<file path="src/pkg/hrs_map.svh">
// Timing counts and fixed values of the hardware reset sequencer.
// Assumes sys_clk is the CPU clock; one CPU clock period is two half-clock units.
`ifndef HRS_MAP_SVH
`define HRS_MAP_SVH
// Half-clock units per CPU clock period.
`define HRS_UNITS_PER_CLK 2
// Least low time of the reset input for synchronous detection, in half-clock units.
`define HRS_MIN_PULSE_UNITS 4
// Longest internal synchronisation window, in half-clock units.
`define HRS_SYNC_UNITS 12
// Internal reset sequence length, in half-clock units.
`define HRS_SEQ_UNITS 1024
// Pulse width above which a reset counts as long, in half-clock units.
`define HRS_LONG_UNITS 1040
// Reset input rise to configuration latch, in half-clock units.
`define HRS_LATCH_UNITS 8
// Same delay with the PLL bypassed and the prescaler active.
`define HRS_LATCH_BYP_UNITS 6
// Bidirectional-reset enable bit position in the system configuration word.
`define HRS_BDR_BIT 3
// First fetch address after reset.
`define HRS_START_ADDR 24'h000000
`endif

</file>
<file path="src/pkg/hrs_pkg.sv">
// Types shared by the hardware reset sequencer.
// Assumes the timing constants come from hrs_map.svh.
package hrs_pkg;
    // Sequencer states.
    typedef enum logic [2:0] {
        HRS_RUN,
        HRS_DETECT,
        HRS_SEQ,
        HRS_EXTEND,
        HRS_LATCH,
        HRS_INIT
    } hrs_state_t;

    // Reset kind flags shown to the core.
    typedef struct packed {
        logic longReset;
        logic shortReset;
        logic asyncReset;
    } hrs_kind_t;

    // Controls that the sequencer drives into the core.
    typedef struct packed {
        logic coreReset;
        logic cancelHold;
        logic abortBus;
        logic tristateIo;
        logic pullConfigHigh;
        logic strobesIdle;
    } hrs_ctrl_t;
endpackage

</file>
<file path="src/logic/hrs_sync.sv">
// Two-flip-flop synchroniser bank for pin levels entering the sys_clk domain.
// Assumes inputs are asynchronous levels; only the second stage is read outside.
`timescale 1ns/10ps
module hrs_sync #(
    parameter int WIDTH = 2 // Number of levels synchronised.
) (
    input wire logic sys_clk, // CPU clock.
    input wire logic reset_n, // Synchronous active-low reset.
    input wire logic [WIDTH-1:0] asyncIn, // Raw pin levels.
    output logic [WIDTH-1:0] syncOut // Levels after two flops.
);
    logic [WIDTH-1:0] stage1_q; // First stage, read only by the second.

    // Both stages reset high, the idle level of the reset input.
    genvar i;
    generate
        for (i = 0; i < WIDTH; i++) begin : g_bit
            always_ff @(posedge sys_clk) begin
                if (!reset_n) begin
                    stage1_q[i] <= 1'b1;
                    syncOut[i] <= 1'b1;
                end else begin
                    stage1_q[i] <= asyncIn[i];
                    syncOut[i] <= stage1_q[i];
                end
            end
        end
    endgenerate
endmodule

</file>
<file path="src/logic/hrs_top.sv">
// Hardware reset sequencer: detects pin resets, times the internal sequence,
// drives the bidirectional pull-down and reset output, latches start-up config.
// Assumes sys_clk is the CPU clock and reset_n is the power-on reset.
// How it works
// - Low reset input forces reset default state
// - Low pulse over 1040 units is long
// - Delay level low means async, high sync
// - Delay level drop releases pull-down, async
// - Async entry still waits for the clock
// - Sync: tristate, output low, settle within twelve
// - Pull-down active only if enable bit set
// - Enable bit cleared at power-on, sequence end
// - Sequence lasts 1024 units, then sample input
// - Still low at end extends, becomes long
// - Exit async or sync by delay level
// - Latch config 8 units after rise, 6 bypassed
// - External fetch strobes idle at latch time
// - Execution starts at address zero, segment zero
// - Short pulse with level high is warm reset
// - Reset output held until end-of-init done
// - Enable bit settable only before end-of-init
`timescale 1ns/10ps
`include "hrs_map.svh"
module hrs_top import hrs_pkg::*; #(
    parameter int CFG_WIDTH = 16 // Width of the configuration port.
) (
    input wire logic sys_clk, // CPU clock, 10 MHz.
    input wire logic reset_n, // Synchronous active-low power-on reset.
    input wire logic resetInPin, // Reset pin level as seen at the pad.
    output logic resetInOut, // Reset pin output value, always low.
    output logic resetInOe, // Reset pin pull-down enable, high while pulling.
    input wire logic powerdownDelayLevel, // Delay pin comparator, high above threshold.
    input wire logic [CFG_WIDTH-1:0] configPort, // Configuration port levels.
    input wire logic pllBypass, // High when PLL bypassed with prescaler active.
    input wire logic externalFetch, // High when configured for external fetch.
    input wire logic bidirEnableSet, // One-cycle request to set the enable bit.
    input wire logic endOfInitInstr, // One-cycle pulse when end-of-init completes.
    output logic reset_out_n, // Reset output, active low.
    output hrs_ctrl_t ctrl, // Core controls during reset.
    output hrs_kind_t kind, // Kind of the last pin reset.
    output logic bidirResetEnable, // Bidirectional-reset enable bit.
    output logic [CFG_WIDTH-1:0] latchedConfig, // Latched start-up configuration.
    output logic configValid, // High once configuration is latched.
    output logic [23:0] startAddr, // First fetch address.
    output logic startFetch // One-cycle pulse: begin execution.
);
    // Cycle counts derived from half-clock units.
    localparam int MIN_CLKS = `HRS_MIN_PULSE_UNITS / `HRS_UNITS_PER_CLK;
    localparam int SYNC_CLKS = `HRS_SYNC_UNITS / `HRS_UNITS_PER_CLK;
    localparam int SEQ_CLKS = `HRS_SEQ_UNITS / `HRS_UNITS_PER_CLK;
    localparam int LONG_CLKS = `HRS_LONG_UNITS / `HRS_UNITS_PER_CLK;
    localparam int LATCH_CLKS = `HRS_LATCH_UNITS / `HRS_UNITS_PER_CLK;
    localparam int LATCH_BYP_CLKS = `HRS_LATCH_BYP_UNITS / `HRS_UNITS_PER_CLK;

    hrs_state_t state_q; // Sequencer state.
    logic [10:0] seqCnt_q; // Counts cycles inside the sequence.
    logic [10:0] pulseCnt_q; // Counts cycles the reset input stays low.
    logic [2:0] latchCnt_q; // Counts cycles from rise to latch.
    logic asyncMode_q; // Sequence will finish asynchronously.
    logic pullDown_q; // Pull-down engaged for this sequence.
    logic [1:0] pullEcho_q; // Pull-down level still in flight through the synchroniser.
    logic [1:0] syncLevels; // Synchronised reset input and delay level.
    logic rstLow; // Synchronised reset input is low.
    logic rpdHigh; // Synchronised delay level is high.
    logic rawEntry; // Unsynchronised entry for the clockless case.

    // Both pins pass two flops before counting and sampling.
    hrs_sync #(.WIDTH(2)) u_sync (
        .sys_clk(sys_clk),
        .reset_n(reset_n),
        .asyncIn({resetInPin, powerdownDelayLevel}),
        .syncOut(syncLevels)
    );
    assign rstLow = ~syncLevels[1];
    assign rpdHigh = syncLevels[0];

    // With both pins low rawEntry goes high straight from the pads, but it
    // drives only unusedRaw, so entry still waits for the synchroniser. Glitch-prone
    // by nature, which is accepted since the board holds them low at power-on.
    assign rawEntry = ~resetInPin & ~powerdownDelayLevel;

    // Main sequencer.
    always_ff @(posedge sys_clk) begin
        if (!reset_n) begin
            state_q <= HRS_SEQ; // Power-on runs a full asynchronous sequence.
            seqCnt_q <= 11'h000;
            asyncMode_q <= 1'b1;
            latchCnt_q <= 3'h0;
        end else begin
            case (state_q)
                HRS_RUN, HRS_INIT: begin
                    // Low for the minimum time is taken as a reset request.
                    if (rstLow && pulseCnt_q >= 11'(MIN_CLKS - 1)) begin
                        state_q <= HRS_DETECT;
                        seqCnt_q <= 11'h000;
                        asyncMode_q <= ~rpdHigh;
                    end
                end
                HRS_DETECT: begin
                    // Internal accesses settle inside the sync window.
                    seqCnt_q <= seqCnt_q + 11'h001;
                    if (seqCnt_q == 11'(SYNC_CLKS - 1)) begin
                        state_q <= HRS_SEQ;
                        seqCnt_q <= 11'h000;
                    end
                end
                HRS_SEQ: begin
                    seqCnt_q <= seqCnt_q + 11'h001;
                    if (rstLow && !rpdHigh) begin
                        asyncMode_q <= 1'b1;
                    end
                    if (seqCnt_q == 11'(SEQ_CLKS - 1)) begin
                        state_q <= rstLow ? HRS_EXTEND : HRS_LATCH;
                        asyncMode_q <= ~rpdHigh;
                        latchCnt_q <= 3'h0;
                    end
                end
                HRS_EXTEND: begin
                    // Held until the input rises; exit kind follows the delay level.
                    if (!rstLow) begin
                        state_q <= HRS_LATCH;
                        asyncMode_q <= ~rpdHigh;
                        latchCnt_q <= 3'h0;
                    end
                end
                HRS_LATCH: begin
                    // The synchroniser adds two cycles; they count toward the delay.
                    latchCnt_q <= latchCnt_q + 3'h1;
                    if (latchCnt_q == 3'((pllBypass ? LATCH_BYP_CLKS : LATCH_CLKS) - 3)) begin
                        state_q <= HRS_INIT;
                    end
                end
                default: begin
                    state_q <= HRS_RUN;
                end
            endcase
        end
    end

    // Low-pulse width counter, saturating; restarts whenever the input is high.
    always_ff @(posedge sys_clk) begin
        if (!reset_n) begin
            pulseCnt_q <= 11'h000;
        end else if (!rstLow) begin
            pulseCnt_q <= 11'h000;
        end else if (pulseCnt_q != 11'h7FF) begin
            pulseCnt_q <= pulseCnt_q + 11'h001;
        end
    end

    // Reset kind set at detection, marked long once the pulse reaches LONG_CLKS or the sequence extends, async flag updated at latch.
    always_ff @(posedge sys_clk) begin
        if (!reset_n) begin
            kind <= '{longReset: 1'b0, shortReset: 1'b0, asyncReset: 1'b1};
        end else if (state_q == HRS_DETECT && seqCnt_q == 11'h000) begin
            kind <= '{longReset: 1'b0, shortReset: 1'b1, asyncReset: asyncMode_q};
        end else if (rstLow && !pullDown_q && pullEcho_q == 2'h0 &&
                     (pulseCnt_q >= 11'(LONG_CLKS) || state_q == HRS_EXTEND)) begin
            // A low level that only our own pull-down causes never counts as a press.
            kind.longReset <= 1'b1;
            kind.shortReset <= 1'b0;
        end else if (state_q == HRS_LATCH && latchCnt_q == 3'h0) begin
            kind.asyncReset <= asyncMode_q;
        end
    end

    // Enable bit: cleared at power-on and sequence end, set only during init.
    always_ff @(posedge sys_clk) begin
        if (!reset_n) begin
            bidirResetEnable <= 1'b0;
        end else if (state_q == HRS_LATCH) begin
            bidirResetEnable <= 1'b0;
        end else if (bidirEnableSet && state_q == HRS_INIT && !reset_out_n) begin
            // Once end-of-init has freed the reset output, requests are refused.
            bidirResetEnable <= 1'b1;
        end
    end

    // Pull-down is armed at detection from the enable bit and dropped when
    // the delay level falls or the timed sequence ends.
    always_ff @(posedge sys_clk) begin
        if (!reset_n) begin
            pullDown_q <= 1'b0;
        end else if (state_q != HRS_DETECT && state_q != HRS_SEQ) begin
            pullDown_q <= 1'b0;
        end else if (!rpdHigh) begin
            pullDown_q <= 1'b0;
        end else if (state_q == HRS_DETECT && seqCnt_q == 11'h000) begin
            pullDown_q <= bidirResetEnable;
        end else if (state_q == HRS_SEQ && seqCnt_q == 11'(SEQ_CLKS - 1)) begin
            pullDown_q <= 1'b0;
        end
    end
    // Follows the pull-down through the two synchroniser stages, so the pad
    // level sampled after release is the board's and not the echo of our own pull.
    always_ff @(posedge sys_clk) begin
        if (!reset_n) begin
            pullEcho_q <= 2'h0;
        end else begin
            pullEcho_q <= {pullEcho_q[0], pullDown_q};
        end
    end
    assign resetInOut = 1'b0;
    assign resetInOe = pullDown_q;

    // Core controls, reset output and configuration latch.
    always_ff @(posedge sys_clk) begin
        if (!reset_n) begin
            reset_out_n <= 1'b0;
            ctrl <= '{coreReset: 1'b1, cancelHold: 1'b1, abortBus: 1'b1,
                      tristateIo: 1'b1, pullConfigHigh: 1'b1, strobesIdle: 1'b0};
            latchedConfig <= '0;
            configValid <= 1'b0;
            startAddr <= `HRS_START_ADDR;
            startFetch <= 1'b0;
        end else begin
            startFetch <= 1'b0;
            if (state_q == HRS_DETECT || state_q == HRS_SEQ || state_q == HRS_EXTEND) begin
                reset_out_n <= 1'b0;
                ctrl.coreReset <= 1'b1;
                ctrl.cancelHold <= 1'b1;
                ctrl.abortBus <= 1'b1;
                ctrl.tristateIo <= 1'b1;
                ctrl.pullConfigHigh <= 1'b1;
                ctrl.strobesIdle <= 1'b0;
                configValid <= 1'b0;
            end else if (state_q == HRS_LATCH && state_q == HRS_LATCH &&
                         latchCnt_q == 3'((pllBypass ? LATCH_BYP_CLKS : LATCH_CLKS) - 3)) begin
                latchedConfig <= configPort;
                configValid <= 1'b1;
                ctrl.strobesIdle <= externalFetch;
                ctrl.pullConfigHigh <= 1'b0;
                ctrl.tristateIo <= 1'b0;
                ctrl.cancelHold <= 1'b0;
                ctrl.abortBus <= 1'b0;
                ctrl.coreReset <= 1'b0;
                startAddr <= `HRS_START_ADDR;
                startFetch <= 1'b1;
            end else if (state_q == HRS_INIT && endOfInitInstr) begin
                reset_out_n <= 1'b1;
            end
        end
    end

    // The raw entry path drives only unusedRaw and does not reach the core.
    logic unusedRaw; // Kept visible; nothing reads it.
    assign unusedRaw = rawEntry;
endmodule

</file>
<file path="config.mk">
export PLATFORM = sky130hd
export DESIGN_NAME = hrs_top
export DESIGN_NICKNAME = d
export VERILOG_FILES = /design/src/pkg/hrs_pkg.sv /design/src/logic/hrs_sync.sv /design/src/logic/hrs_top.sv
export VERILOG_INCLUDE_DIRS = /design/src /design/src/pkg
export SDC_FILE = /design/constraint.sdc
export NUM_CORES = 1
export LEC_CHECK = 0
export BUFFER_PORTS_ARGS = -buffer_cell sky130_fd_sc_hd__buf_2
export CORE_MARGIN = 2
export CORE_UTILIZATION = 53
export DETAILED_ROUTE_END_ITERATION = 12
export PLACE_DENSITY_LB_ADDON = 0.2
export SETUP_SLACK_MARGIN = 0.15
export SYNTH_ARGS = -nofsm -noshare
export SYNTH_HDL_FRONTEND = slang
export SYNTH_SLANG_ARGS = --single-unit
</file>
<file path="constraint.sdc">
create_clock -name sys_clk -period 2.3 [get_ports sys_clk]
set_input_delay 0.115 -clock sys_clk [delete_from_list [all_inputs] [get_ports sys_clk]]
set_output_delay 0.115 -clock sys_clk [all_outputs]
set_load 0.05 [all_outputs]
</file>
==> impl_metrics.toml <==
[die]
initial_utilization = 0.553
ios = 79
die-area_sq_mm = 0.00644
core_sq_mm = 0.00557
row_count = 27
die_y_um = 80.2
die_w_um = 80.2

[sta]
grt_setup_unrepaired = "false"
relSlewSlack = 0.553
final_max_slew_viol_count = 0
hold_viol = 0
clock.fmax_mhz = 496
min_period_ns = 2.02
tightest_slew_ns = 0.671
period_share = 0.877
fin_skew_ns = 0.0108
fin_tns_setup_ns = 0
setup_violations = 0

[setup_path]
rr_startpoint = "pulseCnt_q[1]$_SDFFE_PP0P_"
startpoint_type = "register"
cpPeakStageDelay_ns = 0.51
crit_path_max_fanout = 20
worstPathCellList = "inv_2 -> ha_1 -> nor2_1 -> a41oi_4 -> o311ai_4 -> buf_6 -> or4_1 -> a21oi_1"
path_delay_family = "simple AND/OR/NAND/NOR gates"
rrSetupSlack_ns = 0.28
r2r_end = "seqCnt_q[4]$_SDFFE_PN0P_"
crit_type = "reg -> reg"
slowest_stage = "or4_1"
required_ns = 2.56
path_buf_inv = 2
r2r_cells = 8
cp-end-kind = "register"
critPathArrivalTime_ns = 2.28
crit_start = "pulseCnt_q[1]$_SDFFE_PP0P_"

[min_path]
min_to = "latchedConfig[3]$_SDFFE_PN0P_"
whs_path_depth = 3
hold_class = "in -> reg"
min_from = "configPort[3]"

[grt]
grt_max_degree = 30
grt_pass1_vias = 2421
grt_pass1_wl_mm = 11.0
grt-ovfl-total = 0
grtUsageTotal = 0.216
grt_antenna_before_repair = 0

[final_layout]
area_growth_pct = 18.8
finalNetCount = 473
drive_above_1_share = 0.222
fillCellCount = 509
final_cells = 517
diodes = 0

[synthesis]
ys_async_sr_fraction = 0
ys_seq_area_frac = 0.396
ys_ff_latch = 61
ys_warn_count = 0
yosys.cell_types.count = 52
synth_edf_count = 0
ys_top_cells_by_count = "dfxtp_1, nand2_1, a21oi_1, nor2_1, buf_4"
synthCells = 373
yosys-top-cells-area = "dfxtp_1, buf_4, a21oi_1, nand2_1, nor2_1"
yosysTopAreaCell = "dfxtp_1"
netlist_area_sq_mm = 0.00308
synth.avg_cell_area_sq_um = 8.26
synth.top_cell.area_share = 0.396
ys.flop_type = "dfxtp_1"
synth.most_common_cell = "dfxtp_1"

[clock_tree]
tritoncts = "built"
cts_max_path_buffers = 2
clock_sinks = 61
clkTransAtPathRegs_ns = 0.06
clk_latency_ns = 0.34
cts-htree-levels = 3
cts_root_buf = "clkbuf_8"
cts_made_buffers = 9

[pwr]
powerDensity_mw_per_mm2 = 637
leakage_nw = 1.49
vdd_ir_drop_max_mv = 0.519
power_mw = 2.33

[routing]
ant_nets = 0
drt_iter0_markers = 99
vias_per_cell = 5.25
drt-total-wl_mm = 6.60
drc = 0
vias = 2713
drt_first_pass_iters = 4
avgRoutedWirePerCell_um = 12.8

[outcome]
status = "completed"

[placement]
place_inst = 487
gp_congestion = 0.789
port_buffers = 53
dpl.hpwl_mm = 4.61

[run]
maxCapViolations = 0
placed cells by master (no fill, tap or decap), types with 9 or more instances in the layout:
| master | Yosys | final |
|---|---|---|
| dfxtp_1 | 61 | 60 |
| nand3_1 | 13 | 13 |
| nor2_1 | 30 | 30 |
| dlygate4sd3_1 | 0 | 13 |
| or4_1 | 9 | 9 |
| inv_1 | 13 | 12 |
| nand4_1 | 9 | 9 |
| clkbuf_8 | 0 | 11 |
| o21ai_0 | 12 | 12 |
| buf_2 | 4 | 53 |
| buf_4 | 29 | 15 |
| conb_1 | 1 | 25 |
| a21oi_1 | 40 | 39 |
| nand2_1 | 46 | 46 |
power breakdown:
part           internal, mW  leakage (nW)  switching [mW]
combinational        0.0780         0.892           0.165
clock                 0.549         0.101           0.406
sequential             1.09         0.494          0.0453
per-layer routing:
layer | vias up | track usage | wire length (um)
li1 | 1385 | - | -
met1 | 1242 | 0.273 | 3080
met2 | 75 | 0.347 | 3120
met3 | 11 | 0.0663 | 313
met4 | 0 | 0.0780 | 87
met5 | - | 0 | 0
kinds of logic (layout without fill, tap and decap cells):
| logic type | after synthesis | count (layout) | synth area share |
|---|---|---|---|
| XOR/XNOR | 9 | 9 | 0.0256 |
| flip-flops | 61 | 61 | 0.396 |
| AO/OA/AOI/OAI | 90 | 90 | 0.188 |
| buffers and inverters | 65 | 113 | 0.127 |
| adder cells (fa/ha/maj) | 8 | 8 | 0.0325 |
| other | 1 | 25 | 0.00122 |
| multiplexers | 3 | 3 | 0.00975 |
| AND/OR/NAND/NOR | 136 | 136 | 0.220 |
how the worst max path moves through the flow:
stage,endpoint,depth (start not counted)
floorplan,seqCnt_q[3]$_SDFFE_PN0P_,7
CTS,seqCnt_q[4]$_SDFFE_PN0P_,8
global placement,seqCnt_q[0]$_SDFFE_PN0P_,7
finish,seqCnt_q[4]$_SDFFE_PN0P_,8
global route,seqCnt_q[3]$_SDFFE_PN0P_,8
detailed placement,seqCnt_q[4]$_SDFFE_PN0P_,7
worst reg2reg max path, delay by kind of cell, from the launching register on:
kind / cells / cell delay, ns
buf+inv: 2 / 0.25
compound gates: 3 / 0.58
flops: 1 / 0.35
simple gates: 2 / 0.59
fa+ha+maj: 1 / 0.17
state kept, by name, summed over array words and instances, names as in the netlist, 2 cells and up:
signal           count
latchedConfig       16
kind                 3
pullEcho_q           2
u_sync.stage1_q      2
u_sync.syncOut       2
ctrl                 2
state_q              3
latchCnt_q           3
seqCnt_q            11
pulseCnt_q          11
stage by stage:
step / hold slack, ns / setup WS [ns] / area (sq um) / utilization
after floorplan: 0.216 / 0.394 / 3170 / -
after global placement: 0.296 / 0.190 / 3300 / 0.592
after detailed placement: 0.298 / 0.0960 / 3300 / 0.592
after CTS: 0.000138 / 0.197 / 3640 / 0.652
after global routing: 0.00235 / 0.154 / 3660 / 0.657
final: 0.0138 / 0.282 / 3660 / 0.657
cell type report:
| cell class | count | area [sq um] | share of cell area |
|---|---|---|---|
| clock buffers | 11 | 151 | 0.0414 |
| repair buffers | 82 | 519 | 0.142 |
| clock inverters | 4 | 47.5 | 0.0130 |
| flip-flops and latches | 61 | 1220 | 0.334 |
| inverters | 16 | 60.1 | 0.0164 |
| well taps | 72 | 90.1 | 0.0246 |
| multi-input cells | 271 | 1570 | 0.429 |
repair_timing:
item,in CTS,in global routing
pin swaps,0,1
endpoints found under the hold margin,13,0
hold buffers,13,0
setup endpoints to repair,10,10
buffers inserted,0,2
gates resized for setup,1,4
Note: power is estimated with default switching activity, not from simulation.
